## src/verilog/fcfu_map.vh

```
// Register offsets, field positions, reset values and encodings of the compare flag unit
`ifndef FCFU_MAP_VH
`define FCFU_MAP_VH

// ****************************************************************
// Register byte offsets
// ****************************************************************
`define FCFU_A_CMD       8'h00
`define FCFU_A_STATW     8'h04
`define FCFU_A_TAGS      8'h08
`define FCFU_A_TOP0      8'h0c
`define FCFU_A_TOP1      8'h10
`define FCFU_A_TOP2      8'h14
`define FCFU_A_SRC0      8'h18
`define FCFU_A_SRC1      8'h1c
`define FCFU_A_SRC2      8'h20
`define FCFU_A_INTSRC    8'h24
`define FCFU_A_IFLAGS    8'h28
`define FCFU_A_AXCOPY    8'h2c
`define FCFU_A_FEATURE   8'h30
`define FCFU_A_IRQSTAT   8'h34
`define FCFU_A_IRQMASK   8'h38
`define FCFU_A_BUSY      8'h3c

// ****************************************************************
// Status word fields
// ****************************************************************
`define FCFU_SW_INVALID  0
`define FCFU_SW_CB0      8
`define FCFU_SW_CB1      9
`define FCFU_SW_CB2      10
`define FCFU_SW_TOP_LO   11
`define FCFU_SW_TOP_HI   13
`define FCFU_SW_CB3      14

// Integer flag positions inside the flags register
`define FCFU_IF_CARRY    0
`define FCFU_IF_PARITY   2
`define FCFU_IF_ZERO     6

// Interrupt status bits
`define FCFU_IRQ_DONE    0
`define FCFU_IRQ_INVALID 1
`define FCFU_IRQ_REFUSED 2

// ****************************************************************
// Reset values
// ****************************************************************
`define FCFU_RST_STATW   16'h0000
`define FCFU_RST_TAGS    8'hff
`define FCFU_RST_MASK    3'h0
`define FCFU_FEATURE_FLAGCMP 32'h0000_0001

// ****************************************************************
// Operation codes
// ****************************************************************
`define FCFU_OP_REG_CMP      4'h0
`define FCFU_OP_REG_CMP_POP  4'h1
`define FCFU_OP_INT_CMP      4'h2
`define FCFU_OP_INT_CMP_POP  4'h3
`define FCFU_OP_ZERO_TEST    4'h4
`define FCFU_OP_FLAG_CMP     4'h5
`define FCFU_OP_FLAG_CMP_POP 4'h6
`define FCFU_OP_UFLAG_CMP    4'h7
`define FCFU_OP_UFLAG_CMP_POP 4'h8
`define FCFU_OP_CLASSIFY     4'h9
`define FCFU_OP_SW_STORE     4'ha

// ****************************************************************
// Classify encodings {bit three, bit two, bit zero}
// ****************************************************************
`define FCFU_CLS_UNSUP   3'h0
`define FCFU_CLS_NAN     3'h1
`define FCFU_CLS_NORMAL  3'h2
`define FCFU_CLS_INF     3'h3
`define FCFU_CLS_ZERO    3'h4
`define FCFU_CLS_EMPTY   3'h5
`define FCFU_CLS_DENORM  3'h6

// Extended format constants
`define FCFU_EXP_ONES    15'h7fff
`define FCFU_EXP_BIAS    15'h3fff

`endif

```

## src/verilog/fcfu_cmp_core.v

```verilog
// Combinational compare and classify core for double extended operands
`timescale 1ns/1ps
`default_nettype none
`include "fcfu_map.vh"

module fcfu_cmp_core (
  input  wire [79:0] a,
  input  wire [79:0] b,
  input  wire        a_empty,
  input  wire        quiet_ok,
  output reg         gt,
  output reg         lt,
  output reg         eq,
  output reg         unord,
  output reg         invalid,
  output reg  [2:0]  cls,
  output wire        sign
);

  // ****************************************************************
  // Operand decode
  // ****************************************************************
  // Class decode shared by both operands
  function [2:0] fcfu_class;
    input [79:0] v;
    begin
      if (v[78:64] == `FCFU_EXP_ONES)
        fcfu_class = (v[62:0] == 63'h0) ? `FCFU_CLS_INF : `FCFU_CLS_NAN;
      else if (v[78:64] == 15'h0)
        fcfu_class = (v[63:0] == 64'h0) ? `FCFU_CLS_ZERO : `FCFU_CLS_DENORM;
      else if (!v[63])
        fcfu_class = `FCFU_CLS_UNSUP; // Unnormals carry no valid value
      else
        fcfu_class = `FCFU_CLS_NORMAL;
    end
  endfunction

  wire [2:0] ca = fcfu_class(a);
  wire [2:0] cb = fcfu_class(b);
  wire       a_nan = (ca == `FCFU_CLS_NAN);
  wire       b_nan = (cb == `FCFU_CLS_NAN);
  // Signalling NaN has the top fraction bit clear
  wire       a_snan = a_nan && !a[62];
  wire       b_snan = b_nan && !b[62];
  wire       bad = a_empty || ca == `FCFU_CLS_UNSUP || cb == `FCFU_CLS_UNSUP;
  wire       mag_gt = a[78:0] > b[78:0];
  wire       mag_eq = a[78:0] == b[78:0];

  assign sign = a[79];

  // Ordering with zeros of either sign treated as equal
  always @* begin
    gt      = 1'b0;
    lt      = 1'b0;
    eq      = 1'b0;
    unord   = 1'b0;
    invalid = 1'b0;
    cls     = a_empty ? `FCFU_CLS_EMPTY : ca;
    if (bad || a_nan || b_nan) begin
      unord = 1'b1;
      // Quiet NaNs only fault on the ordinary compares
      invalid = bad || a_snan || b_snan || !quiet_ok;
    end else if (ca == `FCFU_CLS_ZERO && cb == `FCFU_CLS_ZERO) begin
      eq = 1'b1;
    end else if (a[79] != b[79]) begin
      gt = b[79];
      lt = a[79];
    end else if (mag_eq) begin
      eq = 1'b1;
    end else begin
      gt = mag_gt ^ a[79];
      lt = !(mag_gt ^ a[79]);
    end
  end

endmodule
`default_nettype wire

```

## src/verilog/fcfu_top.v

```verilog
// APB-attached floating-point compare, classify and flag unit
//
// Overview of operation
// - An equal compare sets bit three and clears bits two and zero; unordered sets all three.
// - A greater compare clears condition bits three, two and zero.
// - A less compare sets bit zero and clears bits three and two.
// - Integer compares convert the 32-bit memory integer to extended format, then compare as usual.
// - The popping integer compare pops the stack once after recording the result.
// - The zero test compares the stack top against positive zero with the same encoding.
// - Flag compares do the same comparison but report in the zero, parity and carry flags.
// - Greater clears all three flags, less sets carry, equal sets zero, unordered sets all three.
// - Unordered flag compares raise no invalid exception for quiet NaN operands.
// - Popping flag compares of both kinds pop the stack once after the comparison.
// - Classify encodes empty, zero, denormal, normal, infinity, NaN or unsupported in the condition bits.
// - Classify sets condition bit one to the sign of the stack top.
// - A read-only feature bit reports that flag compares exist.
// - A status word store copies the status word to an AX copy that software tests with 0400H.
// - Other writes may change the condition bits, so the store takes a frozen snapshot.
//
// Local design decisions: the register addresses and the APB register port.
`timescale 1ns/1ps
`default_nettype none
`include "fcfu_map.vh"

module fcfu_top #(
  parameter [31:0] FEATURE_BITS = `FCFU_FEATURE_FLAGCMP
) (
  input  wire        pclk,
  input  wire        presetn,
  input  wire        psel,
  input  wire        penable,
  input  wire        pwrite,
  input  wire [31:0] paddr,
  input  wire [31:0] pwdata,
  output reg  [31:0] prdata,
  output reg         pready,
  output reg         pslverr,
  output reg         irq
);

  // ****************************************************************
  // Local definitions
  // ****************************************************************
  localparam [1:0] S_IDLE   = 2'd0;
  localparam [1:0] S_EXEC   = 2'd1;
  localparam [1:0] S_COMMIT = 2'd2;

  reg  [1:0]  state_r;
  reg  [3:0]  op_r;
  reg  [15:0] statw_r;
  reg  [7:0]  tags_r;
  reg  [79:0] top_r;
  reg  [79:0] src_r;
  reg  [31:0] int_r;
  reg  [79:0] opb_r;
  reg  [2:0]  iflags_r;
  reg  [15:0] ax_r;
  reg  [2:0]  irq_stat_r;
  reg  [2:0]  irq_mask_r;
  reg  [2:0]  irq_nxt;
  reg  [15:0] statw_nxt;
  reg  [7:0]  tags_nxt;

  // Operations that pop once their result is recorded
  function fcfu_pops;
    input [3:0] op;
    begin
      fcfu_pops = (op == `FCFU_OP_REG_CMP_POP) || (op == `FCFU_OP_INT_CMP_POP) ||
                  (op == `FCFU_OP_FLAG_CMP_POP) || (op == `FCFU_OP_UFLAG_CMP_POP);
    end
  endfunction

  // Operations that report in the integer flags
  function fcfu_to_flags;
    input [3:0] op;
    begin
      fcfu_to_flags = (op == `FCFU_OP_FLAG_CMP) || (op == `FCFU_OP_FLAG_CMP_POP) ||
                      (op == `FCFU_OP_UFLAG_CMP) || (op == `FCFU_OP_UFLAG_CMP_POP);
    end
  endfunction

  // Signed 32-bit integer to extended format; exact, no rounding needed
  function [79:0] fcfu_int_to_ext;
    input [31:0] v;
    reg   [31:0] m;
    reg   [4:0]  msb;
    reg   [63:0] s;
    integer      i;
    begin
      m = v[31] ? (~v + 32'h0000_0001) : v;
      msb = 5'h0;
      for (i = 0; i < 32; i = i + 1) begin
        if (m[i])
          msb = i[4:0];
      end
      s = {m, 32'h0000_0000} << (5'd31 - msb);
      if (v == 32'h0000_0000)
        fcfu_int_to_ext = 80'h0;
      else
        fcfu_int_to_ext = {v[31], `FCFU_EXP_BIAS + {10'h0, msb}, s};
    end
  endfunction

  // ****************************************************************
  // APB decode
  // ****************************************************************
  wire [7:0] addr     = paddr[7:0];
  wire       setup    = psel && !penable;
  // A refused transfer must not write, even where its low byte aliases a register
  wire       wr_take  = psel && penable && pready && pwrite && !pslverr;
  wire       hi_clear = (paddr[31:8] == 24'h0) && (paddr[1:0] == 2'b00);
  wire [2:0] top_idx  = statw_r[`FCFU_SW_TOP_HI:`FCFU_SW_TOP_LO];
  wire       top_empty = tags_r[top_idx];
  wire       cmd_wr   = wr_take && addr == `FCFU_A_CMD;
  wire       cmd_ok   = (pwdata[3:0] <= `FCFU_OP_SW_STORE) && state_r == S_IDLE;

  // Address map check used for the error answer
  function fcfu_mapped;
    input [7:0] a;
    begin
      fcfu_mapped = (a <= `FCFU_A_BUSY);
    end
  endfunction

  // Read mux; prepared in the setup cycle so prdata is a flop
  reg [31:0] rd_mux;
  always @* begin
    rd_mux = 32'h0000_0000;
    if (addr == `FCFU_A_CMD)
      rd_mux = {28'h0, op_r};
    else if (addr == `FCFU_A_STATW)
      rd_mux = {16'h0, statw_r};
    else if (addr == `FCFU_A_TAGS)
      rd_mux = {24'h0, tags_r};
    else if (addr == `FCFU_A_TOP0)
      rd_mux = top_r[31:0];
    else if (addr == `FCFU_A_TOP1)
      rd_mux = top_r[63:32];
    else if (addr == `FCFU_A_TOP2)
      rd_mux = {16'h0, top_r[79:64]};
    else if (addr == `FCFU_A_SRC0)
      rd_mux = src_r[31:0];
    else if (addr == `FCFU_A_SRC1)
      rd_mux = src_r[63:32];
    else if (addr == `FCFU_A_SRC2)
      rd_mux = {16'h0, src_r[79:64]};
    else if (addr == `FCFU_A_INTSRC)
      rd_mux = int_r;
    else if (addr == `FCFU_A_IFLAGS)
      rd_mux = {25'h0, iflags_r[2], 3'h0, iflags_r[1], 1'b0, iflags_r[0]};
    else if (addr == `FCFU_A_AXCOPY)
      rd_mux = {16'h0, ax_r};
    else if (addr == `FCFU_A_FEATURE)
      rd_mux = FEATURE_BITS;
    else if (addr == `FCFU_A_IRQSTAT)
      rd_mux = {29'h0, irq_stat_r};
    else if (addr == `FCFU_A_IRQMASK)
      rd_mux = {29'h0, irq_mask_r};
    else if (addr == `FCFU_A_BUSY)
      rd_mux = {31'h0, state_r != S_IDLE};
  end

  // No wait states: answer in the first access cycle
  always @(posedge pclk or negedge presetn) begin
    if (!presetn) begin
      pready  <= 1'b0;
      pslverr <= 1'b0;
      prdata  <= 32'h0000_0000;
    end else begin
      pready <= setup;
      if (setup) begin
        pslverr <= !(hi_clear && fcfu_mapped(addr));
        prdata  <= (hi_clear && !pwrite) ? rd_mux : 32'h0000_0000;
      end else begin
        pslverr <= 1'b0;
      end
    end
  end

  // ****************************************************************
  // Compare core
  // ****************************************************************
  wire       c_gt;
  wire       c_lt;
  wire       c_eq;
  wire       c_unord;
  wire       c_inv;
  wire [2:0] c_cls;
  wire       c_sign;
  wire       quiet_ok = (op_r == `FCFU_OP_UFLAG_CMP) || (op_r == `FCFU_OP_UFLAG_CMP_POP);

  fcfu_cmp_core u_core (
    .a        (top_r),
    .b        (opb_r),
    .a_empty  (top_empty),
    .quiet_ok (quiet_ok),
    .gt       (c_gt),
    .lt       (c_lt),
    .eq       (c_eq),
    .unord    (c_unord),
    .invalid  (c_inv),
    .cls      (c_cls),
    .sign     (c_sign)
  );

  // ****************************************************************
  // Operation sequencer
  // ****************************************************************
  // Second operand chosen in EXEC so the converter sits off the compare path
  always @(posedge pclk or negedge presetn) begin
    if (!presetn) begin
      state_r <= S_IDLE;
      op_r    <= 4'h0;
      opb_r   <= 80'h0;
    end else begin
      case (state_r)
        S_IDLE: begin
          if (cmd_wr && cmd_ok) begin
            op_r    <= pwdata[3:0];
            state_r <= S_EXEC;
          end
        end
        S_EXEC: begin
          if (op_r == `FCFU_OP_INT_CMP || op_r == `FCFU_OP_INT_CMP_POP)
            opb_r <= fcfu_int_to_ext(int_r);
          else if (op_r == `FCFU_OP_ZERO_TEST)
            opb_r <= 80'h0; // Positive zero
          else
            opb_r <= src_r;
          state_r <= S_COMMIT;
        end
        S_COMMIT: state_r <= S_IDLE;
        default:  state_r <= S_IDLE;
      endcase
    end
  end

  // ****************************************************************
  // Status word, tags and results
  // ****************************************************************
  wire commit  = (state_r == S_COMMIT);
  wire is_cls  = (op_r == `FCFU_OP_CLASSIFY);
  wire is_sws  = (op_r == `FCFU_OP_SW_STORE);
  wire do_cmp  = commit && !is_cls && !is_sws;

  // Next status word; the commit wins over a same-cycle software write
  always @* begin
    statw_nxt = statw_r;
    tags_nxt  = tags_r;
    if (wr_take && addr == `FCFU_A_STATW)
      statw_nxt = pwdata[15:0]; // Direct load also moves the condition bits
    if (wr_take && addr == `FCFU_A_TAGS)
      tags_nxt = pwdata[7:0];
    if (commit && is_cls) begin
      statw_nxt[`FCFU_SW_CB3] = c_cls[2];
      statw_nxt[`FCFU_SW_CB2] = c_cls[1];
      statw_nxt[`FCFU_SW_CB0] = c_cls[0];
      statw_nxt[`FCFU_SW_CB1] = c_sign;
    end else if (do_cmp) begin
      if (!fcfu_to_flags(op_r)) begin
        // Equal 100, unordered 111, greater 000, less 001
        statw_nxt[`FCFU_SW_CB3] = c_eq || c_unord;
        statw_nxt[`FCFU_SW_CB2] = c_unord;
        statw_nxt[`FCFU_SW_CB0] = c_lt || c_unord;
        statw_nxt[`FCFU_SW_CB1] = 1'b0;
      end
      if (c_inv)
        statw_nxt[`FCFU_SW_INVALID] = 1'b1;
      if (fcfu_pops(op_r)) begin
        // Pop after the result is in place
        tags_nxt[top_idx] = 1'b1;
        statw_nxt[`FCFU_SW_TOP_HI:`FCFU_SW_TOP_LO] = top_idx + 3'd1;
      end
    end
  end

  always @(posedge pclk or negedge presetn) begin
    if (!presetn) begin
      statw_r  <= `FCFU_RST_STATW;
      tags_r   <= `FCFU_RST_TAGS;
      iflags_r <= 3'h0;
      ax_r     <= 16'h0000;
    end else begin
      statw_r <= statw_nxt;
      tags_r  <= tags_nxt;
      if (do_cmp && fcfu_to_flags(op_r))
        iflags_r <= {c_eq || c_unord, c_unord, c_lt || c_unord};
      if (commit && is_sws)
        ax_r <= statw_r; // Snapshot, later changes do not reach it
    end
  end

  // ****************************************************************
  // Operand registers
  // ****************************************************************
  always @(posedge pclk or negedge presetn) begin
    if (!presetn) begin
      top_r <= 80'h0;
      src_r <= 80'h0;
      int_r <= 32'h0000_0000;
    end else if (wr_take) begin
      if (addr == `FCFU_A_TOP0)
        top_r[31:0] <= pwdata;
      else if (addr == `FCFU_A_TOP1)
        top_r[63:32] <= pwdata;
      else if (addr == `FCFU_A_TOP2)
        top_r[79:64] <= pwdata[15:0];
      else if (addr == `FCFU_A_SRC0)
        src_r[31:0] <= pwdata;
      else if (addr == `FCFU_A_SRC1)
        src_r[63:32] <= pwdata;
      else if (addr == `FCFU_A_SRC2)
        src_r[79:64] <= pwdata[15:0];
      else if (addr == `FCFU_A_INTSRC)
        int_r <= pwdata;
    end
  end

  // ****************************************************************
  // Interrupts
  // ****************************************************************
  // Hardware set beats a write-one clear in the same cycle
  always @* begin
    irq_nxt = irq_stat_r;
    if (wr_take && addr == `FCFU_A_IRQSTAT)
      irq_nxt = irq_stat_r & ~pwdata[2:0];
    if (commit)
      irq_nxt[`FCFU_IRQ_DONE] = 1'b1;
    if (do_cmp && c_inv)
      irq_nxt[`FCFU_IRQ_INVALID] = 1'b1;
    if (cmd_wr && !cmd_ok)
      irq_nxt[`FCFU_IRQ_REFUSED] = 1'b1;
  end

  always @(posedge pclk or negedge presetn) begin
    if (!presetn) begin
      irq_stat_r <= 3'h0;
      irq_mask_r <= `FCFU_RST_MASK;
      irq        <= 1'b0;
    end else begin
      irq_stat_r <= irq_nxt;
      if (wr_take && addr == `FCFU_A_IRQMASK)
        irq_mask_r <= pwdata[2:0];
      irq <= |(irq_nxt & irq_mask_r); // Changes on the same edge as the status, not one edge later as a flop of irq_stat_r would
    end
  end

endmodule
`default_nettype wire

```

## config.mk

```make
export PLATFORM = sky130hd
export DESIGN_NAME = fcfu_top
export DESIGN_NICKNAME = d
export VERILOG_FILES = /design/src/verilog/fcfu_cmp_core.v /design/src/verilog/fcfu_top.v
export VERILOG_INCLUDE_DIRS = /design/src /design/src/verilog
export SDC_FILE = /design/constraint.sdc
export NUM_CORES = 1
export LEC_CHECK = 0
export BUFFER_PORTS_ARGS = -buffer_cell sky130_fd_sc_hd__buf_4
export CAP_MARGIN = 0
export CELL_PAD_IN_SITES_DETAIL_PLACEMENT = 1
export CELL_PAD_IN_SITES_GLOBAL_PLACEMENT = 2
export CORE_ASPECT_RATIO = 0.9
export CORE_MARGIN = 2
export CORE_UTILIZATION = 30
export DETAILED_ROUTE_END_ITERATION = 10
export PLACE_DENSITY_LB_ADDON = 0.12
export SYNTH_ARGS = -nofsm -noshare
export SYNTH_HDL_FRONTEND = slang
export SYNTH_SLANG_ARGS = --single-unit
```

## constraint.sdc

```tcl
create_clock -name pclk -period 4.3 [get_ports pclk]
set_input_delay 0.86 -clock pclk [delete_from_list [all_inputs] [get_ports pclk]]
set_output_delay 0.86 -clock pclk [all_outputs]
set_load 0.02 [all_outputs]
```

==> impl_results.md <==
- Status: completed
- Crit end category: flip-flop
- # nets final: 2,739
- Max Cap Viol: 0
- Number of flops mapped to enable cells by yosys: 0
- Worst Setup Path Type: reg2reg
- Final Util: 37.8%
- Post-route cell area: roughly 28,000 um2
- Hold WC Path Type: in2async
- Final non-filler cell total: 3,581
- Static Leak: 13.0 nW
- Synthesized area per cell: 9.60 um2
- Via density: 5.79
- GRT Overall Usage: 27.3%
- TritonCTS Buffers: between 40 and 50
- Antenna viol nets, final: 0
- H-tree depth: 2
- TritonCTS clock tree: built
- TNS Setup: 0 ns
- Die area: 75,600 um2
- P&R area growth vs syn: 25.1%
- Multi-input logic area: 12,300 um2
- Pre-CTS setup slack: -0.0865 ns
- Simple-Gate Fraction of Synth Area: 15.1%
- Clock Pin Slew Worst Setup and Hold Paths: 0.06 ns
- Largest family of logic cells by synthesized area: compound AO/OA/AOI/OAI gates
- Clock Power Share: 47.5%
- Area fraction in compound gates after synthesis: a little under a fifth
- Die Height: 261 um
- First-pass GRT wire length: 152 mm
- Post-Synth Adder-Cell Area: 4.72%
- Internal power: 5.74 mW
- Pins Over Slew Limit: 0
- Tightest Pin Transition: ~0.96 ns
- Area of the mapped netlist: ~22,000 um2
- DR WL/cell: 29.1 um
- CTS Root Cell: clkbuf_16
- Req. time, crit path: 4.75 ns
- Syn nets: 2,447
- Via count: 20,735
- Cell variety after synth: between 90 and 100
- Hpwl dp: between 70 and 80 mm
- DRT Pass-1 Iters: 5
- Pwr Density: about 280 nW/um2
- Register share of total power: ~44%
- Layout cell share with drive strength beyond 1: 30.5%
- GP Congestion: 0.889
- Final WL: around 100 mm
- Crit start category: flip-flop
- Final worst setup slack: 0.0801 ns
- Setup Viol. Count Final: 0
- Synth Register Bits: 362
- CP Max Fanout: 13
- Dpl cells: 3,489
- Tmin final: 4.22 ns
- Final Hold Vio Count: 0
- Peak VDD IR: 283 uV
- CTS sink count: 362
- RSZ-0062 raised after global routing: true
- Final period util: a little under 100%
- Top_reg_cell synth: dfrtp_1
- Critical path arrival: approximately 4.7 ns
- Layout fillers: 8,254
- Async S/R FF share, synth: 100%
- Comb pwr share: 8.1%
- Switching Fraction: approximately a quarter
- Layout Skew: 0.0506 ns
- Post-synthesis mux area share: 13.9%
- Initial antenna violation count: 5
- Cells after Synth: 2,295
- Sequential element share of the synthesized area: roughly two fifths
- I/O Pins: about 100
- Initial DRC count: 1,688
- Core Region: roughly 73,000 um2
- Max_slew headroom: 36.0%
- Row Count: 94
- DRC Markers: 0
- Xor/xnor share of the synthesized area: 1.43%
- Skew-Pair Late Insertion Delay: 0.60 ns
- Clk buf depth: 3
- I/O Buffers: 103
- Peak Freq: 237 MHz
- Initial Util: between 30% and 40%
- Largest net degree at the start of global routing: 93
- Grt ovf: 0
- Synth warn: 0
- Post-DP Area: roughly 26,000 um2
- Register area: 9070 um2
- Vias in the first global route: 21,282
- Die span in x: 290 um
- NetSw: about 2.0 mW
## cells by family (layout without fill, tap and decap cells)
kind of cell | after synthesis | after routing
simple gates | 671 | 671
fa+ha+maj | 83 | 83
compound gates | 615 | 615
other cells | 0 | 1
mux | 273 | 273
xor+xnor | 36 | 36
flops | 362 | 362
buf+inv | 255 | 580
## through the flow
step | power [mW] | hold WS, ns
floorplan | 3.69 | 0.464
global placement | 4.09 | 0.464
detailed placement | 4.09 | 0.471
CTS | 7.81 | 0.195
global route | 8.00 | 0.206
finish | 7.73 | 0.190
## placed cells by master (no fill, tap or decap), types with 53 or more instances in the layout
master / Yosys / final
buf_4: 2 / 378
dfrtp_1: 354 / 351
mux2_2: 229 / 229
nand2_1: 221 / 221
o21ai_0: 132 / 128
a21oi_1: 105 / 105
inv_1: 102 / 102
nor2_1: 107 / 100
nand3_1: 88 / 87
ha_1: 83 / 82
nor4_1: 66 / 63
a22oi_1: 53 / 53
## Yosys cell counts (all sizes together) (35+ instances only)
| cell type | count | share of area, % |
|---|---|---|
| dfrtp | 354 | 40 |
| mux2 | 230 | 12 |
| nand2 | 221 | 3.8 |
| o21ai | 138 | 3.1 |
| clkbuf | 115 | 2.0 |
| nor2 | 108 | 1.9 |
| a21oi | 105 | 2.4 |
| inv | 104 | 1.8 |
| nand3 | 88 | 2.0 |
| ha | 83 | 4.7 |
| nor4 | 71 | 2.2 |
| a22oi | 53 | 1.8 |
| nand4 | 47 | 1.3 |
| a21o | 45 | 1.5 |
| nor3 | 41 | 0.93 |
| mux2i | 40 | 1.8 |
| buf | 35 | 0.74 |
## area by class of cell
type / count / area share, %
flip-flops and latches: 362 / 32.9
well taps: 960 / 4.36
multi-input cells: 1678 / 44.8
diodes: 1 / 0.00908
inverters: 105 / 1.44
clock inverters: 12 / 0.468
repair buffers: 396 / 11.4
clock buffers: 67 / 4.56
## per-layer routing
layer,vias to the layer above,GRT usage [%],routed length [um]
li1,9198,-,-
met1,10908,42.2,52000
met2,533,40.8,45100
met3,94,3.28,5360
met4,2,4.83,1620
met5,-,0,13
## worst paths after layout
kind	start	to	slack (ns)	depth (start not counted)
min in group pclk	prdata[24]	prdata[24]	0.48	2
setup / recovery	int_r[9]	opb_r[40]	0.08	18
max in group asynchronous	presetn	top_r[32]	3.01	2
hold / removal	presetn	opb_r[67]	0.19	1
hold reg to reg	prdata[24]	prdata[24]	0.48	2
setup reg to reg	int_r[9]	opb_r[40]	0.08	18
## power by group through the flow
stage               registers, mW  logic (mW)  clock network (mW)
global placement             3.49       0.599                   0
finish                       3.43       0.624                3.68
detailed placement           3.49       0.602                   0
global route                 3.43       0.666                3.90
floorplan                    3.49       0.200                   0
CTS                          3.43       0.608                3.77
## state kept, by name, indices dropped and copies added (netlist names)
signal	count
opb_r	80
state_r	2
src_r	80
statw_r	16
int_r	32
irq_stat_r	3
pready	1
top_r	80
irq_mask_r	3
tags_r	8
ax_r	16
prdata	32
iflags_r	3
pslverr	1
op_r	4
irq	1
## worst max-delay path: stages, from the launching register on
cell and delay, ns:
dfrtp_1 0.45, nor4_2 0.35, buf_6 0.22, nand4_1 0.12
buf_4 0.19, o31ai_2 0.32, a221oi_4 0.13, buf_4 0.15
buf_4 0.12, o21ba_2 0.26, nor2_2 0.06, buf_4 0.18
o21ai_0 0.17, o21ai_1 0.13, buf_4 0.16, mux2_2 0.26
mux2_2 0.30, and3_4 0.18, a2111oi_4 0.30
## what timing repair did
item                       4_1_cts  5_1_grt
resized for setup               12       59
buffers inserted                 2        9
gates cloned                     0        1
pin swaps                        2       13
setup endpoints to repair       20       38
hold buffers                     0        0
No activity file was read; power rests on OpenSTA's default activity.
